**config.mk**
```make
export PLATFORM = sky130hd
export DESIGN_NAME = psr_pfc_ctrl
export DESIGN_NICKNAME = d
export VERILOG_FILES = /design/src/psr_pfc_ctrl.v
export VERILOG_INCLUDE_DIRS = /design/src
export SDC_FILE = /design/constraint.sdc
export NUM_CORES = 2
export LEC_CHECK = 0
export BUFFER_PORTS_ARGS = -buffer_cell sky130_fd_sc_hd__clkbuf_2
export CAP_MARGIN = 5
export CORE_MARGIN = 1
export CORE_UTILIZATION = 35
export CTS_CLUSTER_DIAMETER = 60
export CTS_CLUSTER_SIZE = 24
export DETAILED_ROUTE_END_ITERATION = 8
export SETUP_SLACK_MARGIN = 0.1
export SLEW_MARGIN = 10
export SYNTH_ARGS = -nofsm -noshare
export SYNTH_HDL_FRONTEND = slang
export SYNTH_SLANG_ARGS = --single-unit
```
**constraint.sdc**
```tcl
create_clock -name clk -period 73.2 [get_ports clk]
set_input_delay 14.64 -clock clk [delete_from_list [all_inputs] [get_ports clk]]
set_output_delay 14.64 -clock clk [all_outputs]
set_load 0.1 [all_outputs]
```
**src/psr_regs.vh**
```
// Register offsets, field positions, reset values and timing figures of the
// boost-switch controller. Definitions only; included by psr_pfc_ctrl.v.
`ifndef PSR_REGS_VH
`define PSR_REGS_VH

// ********************************
// Register offsets
// ********************************
`define PSR_A_CTRL     4'h0
`define PSR_A_FMIN     4'h1
`define PSR_A_FMAX     4'h2
`define PSR_A_FABS     4'h3
`define PSR_A_TOFF     4'h4
`define PSR_A_JIT      4'h5
`define PSR_A_VREF     4'h6
`define PSR_A_RC       4'h7
`define PSR_A_BURST    4'h8
`define PSR_A_RIPPLE   4'h9
`define PSR_A_RAMP     4'ha
`define PSR_A_CCM      4'hb
`define PSR_A_OCP      4'hc
`define PSR_A_STATUS   4'hd
`define PSR_A_AMP      4'he

// ********************************
// Control fields
// ********************************
`define PSR_C_EN       0
`define PSR_C_MODE_LO  1
`define PSR_C_MODE_HI  2
`define PSR_C_VALLEY   3
`define PSR_C_JIT      4
`define PSR_C_SS       5
`define PSR_C_SSTOP    6
`define PSR_MODE_MULTI 2'h0
`define PSR_MODE_QR    2'h1
`define PSR_MODE_FIXED 2'h2

// ********************************
// Reset values (periods in clock cycles)
// ********************************
`define PSR_RST_CTRL   16'h0008
`define PSR_RST_FMIN   16'h1388
`define PSR_RST_FMAX   16'h03e8
`define PSR_RST_FABS   16'h0320
`define PSR_RST_TOFF   16'h0028
`define PSR_RST_JIT    16'h1010
`define PSR_RST_VREF   12'h9c4
`define PSR_RST_RC     4'h4
`define PSR_RST_BURST  16'h0820
`define PSR_RST_RIPPLE 12'h040
`define PSR_RST_RAMP   16'h1010
`define PSR_RST_CCM    12'h400
`define PSR_RST_OCP    12'hf00
`define PSR_RST_AMP    12'h100

// ********************************
// Timing
// ********************************
`define PSR_CLK_MHZ         200
`define PSR_VALLEY_TO_NS    7000
`define PSR_VALLEY_TO_CYC   (((`PSR_VALLEY_TO_NS) * (`PSR_CLK_MHZ)) / 1000)
`define PSR_TON_MIN         16'h0001
`define PSR_FULL            12'hfff
`define PSR_FRAC            12
`endif

```
**src/psr_pfc_ctrl.v**
```verilog
// Digital control of the boost power-factor switch: frequency curve, on-time,
// conduction modes, jitter, start-up shaping, voltage loop and burst handling.
// Assumes converter samples arrive on clk; comparator pins are asynchronous.
//
// The plain strobed port and the register addresses were left to the implementer.
`timescale 1ns/100ps
`include "psr_regs.vh"

module psr_pfc_ctrl #(
  parameter LOOP_DIV = 200
) (
  input  wire        clk,
  input  wire        rst,
  input  wire [3:0]  addr,
  input  wire [15:0] wdata,
  input  wire        wr,
  input  wire        rd,
  output reg  [15:0] rdata,
  input  wire [11:0] boost_voltage_sense,
  input  wire [11:0] switch_current_sense,
  input  wire [11:0] sine_ref,
  input  wire        demag_pin,
  input  wire        switch_drain_sense,
  input  wire        chip_supply_pin,
  input  wire        llc_burst,
  input  wire        llc_switching,
  input  wire [7:0]  llc_duty,
  output reg         gate_drive,
  output reg         supply_source_en,
  output reg         burst_state
);

  localparam [3:0] ST_IDLE = 4'h1;
  localparam [3:0] ST_ON   = 4'h2;
  localparam [3:0] ST_OFF  = 4'h4;
  localparam [3:0] ST_WAIT = 4'h8;
  localparam integer VTO_FULL = `PSR_VALLEY_TO_CYC;
  localparam [15:0] VTO_CYC  = VTO_FULL[15:0];
  localparam [15:0] LOOP_N   = LOOP_DIV[15:0];

  // Scales a 16-bit value by a 12-bit fraction of full scale.
  function [15:0] scale;
    input [15:0] a;
    input [11:0] f;
    reg   [27:0] p;
    begin
      p = a * f;
      scale = p[27:`PSR_FRAC];
    end
  endfunction

  // ********************************
  // Registers
  // ********************************
  reg [15:0] ctrl_r, fmin_r, fmax_r, fabs_r, toff_r, jit_cfg_r, burst_cfg_r, ramp_cfg_r;
  reg [11:0] vref_r, ripple_r, ccm_r, ocp_r;
  reg [3:0]  rc_r;

  wire       en_w     = ctrl_r[`PSR_C_EN];
  wire [1:0] mode_w   = ctrl_r[`PSR_C_MODE_HI:`PSR_C_MODE_LO];
  wire [7:0] jit_amp  = jit_cfg_r[7:0];
  wire [7:0] jit_rate = jit_cfg_r[15:8];
  wire [7:0] b_entry  = burst_cfg_r[7:0];
  wire [7:0] b_hyst   = burst_cfg_r[15:8];

  reg [3:0]  st_r;
  reg [11:0] amp_r, target_r, ifilt_r, ramp_r;
  reg        nonop_r;

  always @(posedge clk or posedge rst) begin
    if (rst) begin
      ctrl_r      <= `PSR_RST_CTRL;
      fmin_r      <= `PSR_RST_FMIN;
      fmax_r      <= `PSR_RST_FMAX;
      fabs_r      <= `PSR_RST_FABS;
      toff_r      <= `PSR_RST_TOFF;
      jit_cfg_r   <= `PSR_RST_JIT;
      vref_r      <= `PSR_RST_VREF;
      rc_r        <= `PSR_RST_RC;
      burst_cfg_r <= `PSR_RST_BURST;
      ripple_r    <= `PSR_RST_RIPPLE;
      ramp_cfg_r  <= `PSR_RST_RAMP;
      ccm_r       <= `PSR_RST_CCM;
      ocp_r       <= `PSR_RST_OCP;
    end else if (wr) begin
      if (addr == `PSR_A_CTRL) begin
        ctrl_r <= wdata;
      end else if (addr == `PSR_A_FMIN) begin
        fmin_r <= wdata;
      end else if (addr == `PSR_A_FMAX) begin
        fmax_r <= wdata;
      end else if (addr == `PSR_A_FABS) begin
        fabs_r <= wdata;
      end else if (addr == `PSR_A_TOFF) begin
        toff_r <= wdata;
      end else if (addr == `PSR_A_JIT) begin
        jit_cfg_r <= wdata;
      end else if (addr == `PSR_A_VREF) begin
        vref_r <= wdata[11:0];
      end else if (addr == `PSR_A_RC) begin
        rc_r <= wdata[3:0];
      end else if (addr == `PSR_A_BURST) begin
        burst_cfg_r <= wdata;
      end else if (addr == `PSR_A_RIPPLE) begin
        ripple_r <= wdata[11:0];
      end else if (addr == `PSR_A_RAMP) begin
        ramp_cfg_r <= wdata;
      end else if (addr == `PSR_A_CCM) begin
        ccm_r <= wdata[11:0];
      end else if (addr == `PSR_A_OCP) begin
        ocp_r <= wdata[11:0];
      end
    end
  end

  // Unmapped addresses read as zero.
  always @(posedge clk or posedge rst) begin
    if (rst) begin
      rdata <= 16'h0000;
    end else if (rd) begin
      if (addr == `PSR_A_CTRL) begin
        rdata <= ctrl_r;
      end else if (addr == `PSR_A_FMIN) begin
        rdata <= fmin_r;
      end else if (addr == `PSR_A_FMAX) begin
        rdata <= fmax_r;
      end else if (addr == `PSR_A_FABS) begin
        rdata <= fabs_r;
      end else if (addr == `PSR_A_TOFF) begin
        rdata <= toff_r;
      end else if (addr == `PSR_A_JIT) begin
        rdata <= jit_cfg_r;
      end else if (addr == `PSR_A_VREF) begin
        rdata <= {4'h0, vref_r};
      end else if (addr == `PSR_A_RC) begin
        rdata <= {12'h000, rc_r};
      end else if (addr == `PSR_A_BURST) begin
        rdata <= burst_cfg_r;
      end else if (addr == `PSR_A_RIPPLE) begin
        rdata <= {4'h0, ripple_r};
      end else if (addr == `PSR_A_RAMP) begin
        rdata <= ramp_cfg_r;
      end else if (addr == `PSR_A_CCM) begin
        rdata <= {4'h0, ccm_r};
      end else if (addr == `PSR_A_OCP) begin
        rdata <= {4'h0, ocp_r};
      end else if (addr == `PSR_A_STATUS) begin
        rdata <= {6'h00, nonop_r, burst_state, gate_drive, 3'h0, st_r};
      end else if (addr == `PSR_A_AMP) begin
        rdata <= {4'h0, amp_r};
      end else begin
        rdata <= 16'h0000;
      end
    end else begin
      rdata <= 16'h0000;
    end
  end

  // ********************************
  // Pin synchronisers
  // ********************************
  // A change is accepted only when the second and third stages agree.
  reg [2:0] demag_s, valley_s, low_s;
  reg       demag_q, valley_q, low_q;
  always @(posedge clk or posedge rst) begin
    if (rst) begin
      demag_s  <= 3'h0;
      valley_s <= 3'h0;
      low_s    <= 3'h0;
      demag_q  <= 1'b0;
      valley_q <= 1'b0;
      low_q    <= 1'b0;
    end else begin
      demag_s  <= {demag_s[1:0], demag_pin};
      valley_s <= {valley_s[1:0], switch_drain_sense};
      low_s    <= {low_s[1:0], chip_supply_pin};
      if (demag_s[1] == demag_s[2]) demag_q <= demag_s[2];
      if (valley_s[1] == valley_s[2]) valley_q <= valley_s[2];
      if (low_s[1] == low_s[2]) low_q <= low_s[2];
    end
  end

  // ********************************
  // Voltage loop, start-up curve, current filter
  // ********************************
  reg [15:0] loop_cnt_r;
  reg        started_r;
  wire       loop_tick = (loop_cnt_r == LOOP_N - 16'h0001);
  wire [11:0] tgt_gap  = vref_r - target_r;

  always @(posedge clk or posedge rst) begin
    if (rst) begin
      loop_cnt_r <= 16'h0000;
      amp_r      <= `PSR_RST_AMP;
      target_r   <= 12'h000;
      started_r  <= 1'b0;
      ifilt_r    <= 12'h000;
    end else begin
      loop_cnt_r <= loop_tick ? 16'h0000 : loop_cnt_r + 16'h0001;
      ifilt_r <= ifilt_r + ((switch_current_sense - ifilt_r) >>> 2);
      if (ifilt_r > switch_current_sense) begin
        ifilt_r <= ifilt_r - ((ifilt_r - switch_current_sense) >> 2);
      end
      if (!en_w) begin
        started_r <= 1'b0;
        amp_r     <= `PSR_RST_AMP;
      end else if (!started_r) begin
        // The curve starts from the present output, so no step is applied.
        started_r <= 1'b1;
        target_r  <= boost_voltage_sense;
        amp_r     <= 12'h000;
      end else if (loop_tick) begin
        if (target_r < vref_r) begin
          target_r <= target_r + ((tgt_gap >> rc_r) | 12'h001);
        end
        if (boost_voltage_sense < target_r && amp_r != `PSR_FULL) begin
          amp_r <= amp_r + 12'h001;
        end else if (boost_voltage_sense > target_r && amp_r != 12'h000) begin
          amp_r <= amp_r - 12'h001;
        end
      end
    end
  end

  // ********************************
  // Burst handling
  // ********************************
  reg        bsw_r;
  wire [8:0] exit_lvl  = {1'b0, b_entry} + {1'b0, b_hyst};
  wire       at_reg    = boost_voltage_sense >= vref_r;
  wire       below_rip = {1'b0, boost_voltage_sense} < ({1'b0, vref_r} - {1'b0, ripple_r});
  wire       want      = burst_state ? bsw_r : 1'b1;
  wire [11:0] ss_step  = {4'h0, ramp_cfg_r[7:0]};
  wire [11:0] sp_step  = {4'h0, ramp_cfg_r[15:8]};

  always @(posedge clk or posedge rst) begin
    if (rst) begin
      burst_state      <= 1'b0;
      bsw_r            <= 1'b0;
      nonop_r          <= 1'b0;
      supply_source_en <= 1'b0;
      ramp_r           <= 12'h000;
    end else begin
      if (!burst_state && llc_burst && llc_duty < b_entry) begin
        burst_state <= 1'b1;
      end else if (burst_state && (!llc_burst || {1'b0, llc_duty} > exit_lvl)) begin
        burst_state <= 1'b0;
      end
      if (burst_state && (bsw_r || ramp_r != 12'h000) && low_q) begin
        bsw_r            <= 1'b0;
        nonop_r          <= 1'b1;
        supply_source_en <= 1'b1;
      end else if (nonop_r) begin
        // Supply recovered by the internal source; normal control resumes.
        if (!low_q) begin
          nonop_r          <= 1'b0;
          supply_source_en <= 1'b0;
        end
      end else if (!burst_state) begin
        bsw_r <= 1'b0;
      end else if (ripple_r == 12'h000) begin
        if (llc_switching) bsw_r <= 1'b1;
        else if (at_reg) bsw_r <= 1'b0;
      end else begin
        if (below_rip) bsw_r <= 1'b1;
        else if (at_reg) bsw_r <= 1'b0;
      end
      // The ramp scales the current at the start and end of each burst packet.
      if (nonop_r || !en_w) begin
        ramp_r <= 12'h000;
      end else if (!burst_state) begin
        ramp_r <= `PSR_FULL;
      end else if (want) begin
        if (!ctrl_r[`PSR_C_SS] || `PSR_FULL - ramp_r <= ss_step) ramp_r <= `PSR_FULL;
        else if (loop_tick) ramp_r <= ramp_r + ss_step;
      end else begin
        if (!ctrl_r[`PSR_C_SSTOP] || ramp_r <= sp_step) ramp_r <= 12'h000;
        else if (loop_tick) ramp_r <= ramp_r - sp_step;
      end
    end
  end

  // ********************************
  // Frequency curve, jitter and on-time
  // ********************************
  reg  [8:0]  jit_r;
  reg         jit_up_r;
  reg  [7:0]  jit_cnt_r;
  reg  [15:0] curve, per_w, ton_w;
  wire [15:0] amp_sc   = scale({4'h0, amp_r}, ramp_r);
  wire [11:0] amp_eff  = amp_sc[11:0];
  wire [15:0] dem_sc   = scale({4'h0, sine_ref}, amp_eff);
  wire [11:0] desired  = dem_sc[11:0];
  wire [15:0] span     = (fmin_r > fmax_r) ? fmin_r - fmax_r : 16'h0000;
  wire        jit_on   = ctrl_r[`PSR_C_JIT];

  always @* begin
    if (mode_w == `PSR_MODE_FIXED) curve = fmin_r;
    else curve = fmin_r - scale(span, desired);
    per_w = curve;
    if (jit_on) begin
      per_w = curve + {7'h00, jit_r} - {8'h00, jit_amp};
      if (curve < {8'h00, jit_amp}) per_w = curve;
    end
    if (per_w > fmin_r && mode_w != `PSR_MODE_FIXED) per_w = fmin_r;
    if (per_w < fmax_r) per_w = fmax_r;
    if (per_w < fabs_r) per_w = fabs_r;
    ton_w = scale(per_w, desired);
    if (ton_w < `PSR_TON_MIN) ton_w = `PSR_TON_MIN;
    if (per_w > toff_r && ton_w > per_w - toff_r) ton_w = per_w - toff_r;
  end

  // Triangle between zero and twice the amplitude, stepped at the set rate.
  always @(posedge clk or posedge rst) begin
    if (rst) begin
      jit_r     <= 9'h000;
      jit_up_r  <= 1'b1;
      jit_cnt_r <= 8'h00;
    end else if (loop_tick && jit_on) begin
      if (jit_cnt_r >= jit_rate) begin
        jit_cnt_r <= 8'h00;
        if (jit_up_r) begin
          if (jit_r >= {jit_amp, 1'b0}) jit_up_r <= 1'b0;
          else jit_r <= jit_r + 9'h001;
        end else begin
          if (jit_r == 9'h000) jit_up_r <= 1'b1;
          else jit_r <= jit_r - 9'h001;
        end
      end else begin
        jit_cnt_r <= jit_cnt_r + 8'h01;
      end
    end
  end

  // ********************************
  // Switching cycle
  // ********************************
  reg  [15:0] cnt_r, off_r, ton_r, per_r, to_r;
  reg         dmg_r, vprev_r;
  wire run  = en_w && !nonop_r && (want || ramp_r != 12'h000);
  wire go   = run && desired != 12'h000;
  wire wait_v = (mode_w == `PSR_MODE_QR) ||
                (mode_w == `PSR_MODE_MULTI && ctrl_r[`PSR_C_VALLEY] && desired < ccm_r);
  wire valley = dmg_r && valley_q && !vprev_r;
  wire vto    = dmg_r && to_r >= VTO_CYC - 16'h0001;

  always @(posedge clk or posedge rst) begin
    if (rst) begin
      st_r       <= ST_IDLE;
      gate_drive <= 1'b0;
      cnt_r      <= 16'h0000;
      off_r      <= 16'h0000;
      ton_r      <= 16'h0000;
      per_r      <= 16'h0000;
      to_r       <= 16'h0000;
      dmg_r      <= 1'b0;
      vprev_r    <= 1'b0;
    end else begin
      vprev_r <= valley_q;
      case (st_r)
        ST_IDLE: begin
          gate_drive <= 1'b0;
          if (go) begin
            st_r       <= ST_ON;
            gate_drive <= 1'b1;
            ton_r      <= ton_w;
            per_r      <= per_w;
            cnt_r      <= 16'h0000;
          end
        end
        ST_ON: begin
          cnt_r <= cnt_r + 16'h0001;
          if (cnt_r + 16'h0001 >= ton_r || ifilt_r >= ocp_r || !run) begin
            st_r       <= ST_OFF;
            gate_drive <= 1'b0;
            off_r      <= 16'h0000;
            dmg_r      <= 1'b0;
            to_r       <= 16'h0000;
          end
        end
        ST_OFF: begin
          cnt_r <= cnt_r + 16'h0001;
          off_r <= off_r + 16'h0001;
          if (demag_q) dmg_r <= 1'b1;
          // The valley timeout runs from demagnetisation, even if that comes before the wait.
          if (dmg_r) to_r <= to_r + 16'h0001;
          if (cnt_r + 16'h0001 >= per_r && off_r + 16'h0001 >= toff_r) begin
            if (wait_v) begin
              st_r <= ST_WAIT;
            end else if (go) begin
              st_r       <= ST_ON;
              gate_drive <= 1'b1;
              ton_r      <= ton_w;
              per_r      <= per_w;
              cnt_r      <= 16'h0000;
            end else begin
              st_r <= ST_IDLE;
            end
          end
        end
        ST_WAIT: begin
          if (demag_q) dmg_r <= 1'b1;
          if (dmg_r) to_r <= to_r + 16'h0001;
          if (!run) begin
            st_r <= ST_IDLE;
          end else if (valley || vto) begin
            dmg_r <= 1'b0;
            if (go) begin
              st_r       <= ST_ON;
              gate_drive <= 1'b1;
              ton_r      <= ton_w;
              per_r      <= per_w;
              cnt_r      <= 16'h0000;
            end else begin
              st_r <= ST_IDLE;
            end
          end
        end
        default: begin
          st_r       <= ST_IDLE;
          gate_drive <= 1'b0;
        end
      endcase
    end
  end

endmodule

```
# == After elaboration in Yosys (flattened, before gate mapping) ==
# Cells that the tools add are included.
# op_classes
add_sub_neg,25
mul,4
div,0
n_lt_le_gt_ge,26
n_eq_ne,44
shift,1
n_mux,109
bitwise_logic,12
reduce_logical,78
# op_table
cell,n
$mux W16,40
$mux W12,20
$pmux W16 S3,2
$add A16 B1 Y16 const B,4
$gt A16 B16 Y1,4
$pmux W16 S2,2
$pmux W16 S4,1
$mul A16 B12 Y28,2
$ge A16 B16 Y1,3
$mul A12 B12 Y24,2
$sub A16 B16 Y16,3
$lt A12 B12 Y1,3
$reduce_bool A12 Y1,3
$sub A12 B12 Y12,3
$eq A4 B4 Y1 const B,8
$lt A16 B16 Y1,2
$mux W1,30
$mux W9,3
$ge A12 B12 Y1,2
$gt A12 B12 Y1,2
$le A12 B8 Y1,2
$mux W4,6
$eq A4 B3 Y1 const B,5
$logic_and A1 B1 Y1,19
other kinds (67),128
# word_totals
regBits,382
latch_bits,0
mem_bits_rw,0
mem_bits_ro,0
input_bits,73
out_inout_bits,19
wordCells,341
n_memories,0

# == Logic depth before layout (Yosys ltp) ==
# logic_depth
depth_word,26
mapped_depth,178
depth_no_buf,167

# == Worst setup path after synthesis ==
# OpenSTA, ideal clock, no wires.
# synth_path
kind,input-to-reg
start,input sine_ref[7]
end,register ton_r[15]
setup_time_ns,0.077
arrival_time_ns,43.543
required_time_ns,73.123
path_slack_ns,29.580
cell_stages,137
n_path_buf,12
cell_sequence,clkbuf_1 nand2_1 fa_1 fa_1 fa_1 inv_1 fa_1 inv_1 fa_1 inv_1 ha_1 o21ai_0 a31oi_1 o21ai_0 nand2b_1 a31o_2 a31o_2 a41oi_1 [101 not listed] nor3_2 a31oi_1 ha_1 nor2b_1 o21a_1 o21ai_0 nand2b_1 a21oi_1 nor2b_1 o21ai_0 nand2b_1 a21oi_1 nor3_1 a211oi_1 nor4_1 clkbuf_1 mux2_2 o21ai_1
# synth_between
elab_chain_len,25
elab_cells_between_ends,37
cone_classes,add/sub (4); mul (3); order compare (8); eq/ne (1); mux (14); reduce/logical (7)
# synth_rtl
item,line,source
start: declaration,psr_pfc_ctrl.v:21,"input wire [11:0] sine_ref,"
$mul A12 B12 Y24 (*),psr_pfc_ctrl.v:47,p = a * f;
$mul A16 B12 Y28 (*),psr_pfc_ctrl.v:47,
$sub A16 B16 Y16 (*),psr_pfc_ctrl.v:299,"else curve = fmin_r - scale(span, desired);"
$mux W16 (*),psr_pfc_ctrl.v:298,if (mode_w == `PSR_MODE_FIXED) curve = fmin_r;
$add A16 B9 Y16,psr_pfc_ctrl.v:302,"per_w = curve + {7'h00, jit_r} - {8'h00, jit_amp};"
$sub A16 B8 Y16,psr_pfc_ctrl.v:302,
$mux W16,psr_pfc_ctrl.v:303,"if (curve < {8'h00, jit_amp}) per_w = curve;"
$mux W16 (*),psr_pfc_ctrl.v:301,if (jit_on) begin
[7 not listed],-,
net per_w[6],psr_pfc_ctrl.v:289,"reg [15:0] curve, per_w, ton_w;"
[2 not listed],-,
$mux W16,psr_pfc_ctrl.v:309,if (ton_w < `PSR_TON_MIN) ton_w = `PSR_TON_MIN;
$gt A16 B16 Y1,psr_pfc_ctrl.v:310,if (per_w > toff_r && ton_w > per_w - toff_r) ton_w = per_w - toff_r;
$logic_and A1 B1 Y1,psr_pfc_ctrl.v:310,
$mux W16 (*),psr_pfc_ctrl.v:310,
$mux W16 (*),"psr_pfc_ctrl.v:363, psr_pfc_ctrl.v:390, psr_pfc_ctrl.v:408",
"$mux W16, on equally long branches","psr_pfc_ctrl.v:406, psr_pfc_ctrl.v:388",
"$mux W16, on equally long branches","psr_pfc_ctrl.v:404, psr_pfc_ctrl.v:387",
$pmux W16 S3 (*),psr_pfc_ctrl.v:360,case (st_r)
end signal: assignment,psr_pfc_ctrl.v:366,ton_r <= ton_w;
end signal: assignment,psr_pfc_ctrl.v:393,ton_r <= ton_w;
end signal: assignment,psr_pfc_ctrl.v:411,ton_r <= ton_w;
end: declaration,psr_pfc_ctrl.v:338,"reg [15:0] cnt_r, off_r, ton_r, per_r, to_r;"
# Mark *: on every way through the listed nets, which the timed path passes. The rest lies on a longest branch. The select of a mux whose other input is x is not followed.
# A chain may end at the register's enable or synchronous reset.

# == Worst setup path in the final report ==
# layout_path
start,input sine_ref[5]
end,register ton_r[15]
# layout_between
elab_chain_len,25
elab_cells_between_ends,37
cone_classes,add/sub (4); mul (3); order compare (8); eq/ne (1); mux (14); reduce/logical (7)
# layout_rtl
item,line
$mul A12 B12 Y24 (*),psr_pfc_ctrl.v:47
$mul A16 B12 Y28,psr_pfc_ctrl.v:47
$sub A16 B16 Y16,psr_pfc_ctrl.v:299
$mux W16,psr_pfc_ctrl.v:298
$add A16 B9 Y16,psr_pfc_ctrl.v:302
$sub A16 B8 Y16,psr_pfc_ctrl.v:302
$mux W16,psr_pfc_ctrl.v:303
$mux W16,psr_pfc_ctrl.v:301
[9 not listed],-
$mux W16,psr_pfc_ctrl.v:309
$gt A16 B16 Y1,psr_pfc_ctrl.v:310
$logic_and A1 B1 Y1,psr_pfc_ctrl.v:310
$mux W16,psr_pfc_ctrl.v:310
$mux W16,"psr_pfc_ctrl.v:363, psr_pfc_ctrl.v:390, psr_pfc_ctrl.v:408"
"$mux W16, on equally long branches","psr_pfc_ctrl.v:406, psr_pfc_ctrl.v:388"
"$mux W16, on equally long branches","psr_pfc_ctrl.v:404, psr_pfc_ctrl.v:387"
$pmux W16 S3,psr_pfc_ctrl.v:360
# Every way passes the cells marked *; elsewhere a longest branch is shown, timed or not. The select of a mux whose other input is x is not followed.

==> qor.csv <==
stage;metric;value;unit
cells_and_area;final_layout_size_suffix_gt1_share;8.57;%
global_routing;grt_pass1_wl;239;mm
critical_path;crit_fanout;31;
synth;yosysTopAreaCellShare;19.2;%
synth;synth_seq_cells;382;
drt;vias;41700;
timing;period_minus_slack;46.74;ns
critical_path;r2r_cells;150;
critical_path;worstSetupStartpointType;primary input;
synth;ys.flop_type;dfrtp_1;
clocking;post-cts-setup-buffer-count;0;
cells_and_area;nets;7138;
global_routing;grt_usage;20.3;%
die;dieArea;0.149;mm^2
cells_and_area;fillers;14900;
global_routing;antenna_found_initial;12;
synth;synth_area_leaders;fa_1, dfrtp_1, ha_1, inv_1, nand2_1;
cells_and_area;postLayoutCellArea;0.0558;mm^2
die;initial_core_util;35.4;%
synth;postSynth.asyncResetShare;100;%
clocking;ctsHoldBuffers;0;
clocking;clk_latency;0.62;ns
die;die_x;386;um
synth;yosysTopAreaCell;fa_1;
synth;synth.net_count;7176;
timing;hold_violations;0;
drt;first_pass_iters;7;
critical_path;cp.required;73.74;ns
synth;synth_edf_count;0;
timing;worstMarginPinSlew;1.26;ns
drt;drc;0;
job;max-cap-violations;0;
timing;clock_skew;0.0378;ns
clocking;cts_tree;built;
drt;post_drt_wl_per_cell;19.1;um
global_routing;grt_remaining_overflow;0;
place;dp_hpwl;119;mm
critical_path;arrival;47.28;ns
critical_path;max_stage_delay;0.99;ns
clocking;post_cts_resized;0;
synth;synth_most_common_cell;inv_1;
die;rows;140;
critical_path;path_class;primary input to flop;
synth;synth.distinct_cells;90;
critical_path;r2r-start;ramp_r[3]$_DFFE_PP0P_;
critical_path;reg2reg_to;ton_r[15]$_DFFE_PP0P_;
critical_path;crit_slowest_cell;o21ai_1;
synth;avgSynthCellArea;8.65;um^2
clocking;root_buffer;clkbuf_16;
hold_path;hold_start;valley_s[0]$_DFF_PP0_;
die;die_y;386;um
critical_path;cpLargestDelayFamily;compound AO/OA/AOI/OAI gates;
synth;synth_commonest_cells;inv_1, nand2_1, ha_1;
critical_path;cp_common_cell;fa_1;
synth;syn_inst;5974;
cells_and_area;area_delta_synth_final;7.91;%
timing;rsz0062_at_grt;false;
hold_path;hold_depth;0;
global_routing;grt_max_degree;117;
timing;setup-tns-final;0;ns
critical_path;worst_setup_path_end_kind;flop;
die;coreArea;0.146;mm^2
timing;max_freq;21.4;MHz
place;port_buffers;91;
clocking;cts_buffers;43;
synth;syn_area;0.0517;mm^2
hold_path;holdCritPathClass;flop to flop;
place;gp_congestion;0.946;
critical_path;r2r_slack;33.41;ns
timing;slew_violations;0;
clocking;clock_sinks;382;
global_routing;grt_pass1_vias;41300;
drt;vias_per_cell;5.28;
status;status;finished, final reports clean;
synth;yosysWarnings;0;
clocking;clk_pin_slew;0.06;ns
clocking;cts.path.max_buffers;3;
timing;setup_viol;0;
timing;period_share;63.9;%
clocking;htree_num_levels;2;
drt;drt-initial-drc-count;3124;
drt;antenna_left;0;
timing;slew-limit-headroom;15.5;%
place;dpl_cell_area;0.0542;mm^2
hold_path;hold_end;valley_s[1]$_DFF_PP0_;
drt;wl;151;mm
synth;ys_seq_area_share;18.6;%
die;ios;92;
critical_path;critPathBufInv;11;
[worst max path at each step]
stage                                  endpoint   startpoint  cells past startpoint
after floorplan           ton_r[15]$_DFFE_PP0P_  sine_ref[7]                    137
after global placement    ton_r[15]$_DFFE_PP0P_  sine_ref[5]                    125
after detailed placement  ton_r[15]$_DFFE_PP0P_  sine_ref[5]                    125
after CTS                 ton_r[15]$_DFFE_PP0P_  sine_ref[5]                    125
after global routing      ton_r[15]$_DFFE_PP0P_  sine_ref[5]                    127
final                     ton_r[15]$_DFFE_PP0P_  sine_ref[5]                    127
[per-stage QoR]
stage	setup WS (ns)	cells	utilization, %	hold WS [ns]
5_1_grt	24.17	7888	38.2	0.358
2_1_floorplan	29.58	5974	-	0.331
3_3_place_gp	26.62	7808	37.1	0.341
3_5_place_dp	26.15	7808	37.1	0.337
4_1_cts	26.72	7888	38.2	0.353
6_report	26.46	7890	38.2	0.350
[layout by cell type, fill, tap and decap left out, drive strengths merged, types with 19 or more instances in the layout]
| cell | count |
|---|---|
| ha | 633 |
| nor3 | 52 |
| o21bai | 57 |
| nand2b | 75 |
| nor2b | 69 |
| a31oi | 23 |
| o211ai | 29 |
| o21ai | 298 |
| a22oi | 22 |
| fa | 496 |
| dfrtp | 344 |
| inv | 999 |
| a211oi | 19 |
| buf | 69 |
| o21a | 38 |
| nor4 | 24 |
| a21oi | 311 |
| dfstp | 38 |
| nor2 | 270 |
| xor2 | 83 |
| and2 | 187 |
| or3 | 20 |
| mux2i | 50 |
| nand2 | 729 |
| mux2 | 190 |
| nand3 | 80 |
| clkbuf | 139 |
| xnor2 | 167 |
| a21o | 140 |
| and3 | 40 |
| nand4 | 52 |
[logic make-up after synthesis]
logic type,Yosys count,share of synthesized area [%]
mux,246,5.37
xor+xnor,250,4.24
compound gates,1085,13.2
flops,382,18.6
simple gates,1652,15.0
fa+ha+maj,1134,34.6
buf+inv,1225,8.90
[final cells by class]
cell class / instances / area, um^2 / share of cell area (%)
diodes: 2 / 5.00 / 0.00897
multi-input cells: 4367 / 37600 / 67.3
inverters: 982 / 3690 / 6.62
clock buffers: 48 / 1130 / 2.02
flip-flops and latches: 382 / 9610 / 17.2
well taps: 1917 / 2400 / 4.30
clock inverters: 32 / 409 / 0.734
repair buffers: 160 / 973 / 1.75
[metal layers]
metal  GRT usage (%)  up-vias  wire, um
li1                -    19500         -
met1            28.7    20600     69100
met2            32.6     1275     67900
met3            2.87      201     10300
met4            4.84        6      3520
met5               0        -        32
Power is not shown: default switching activity piles up to over one toggle a cycle in this logic, so the estimate is an artifact.
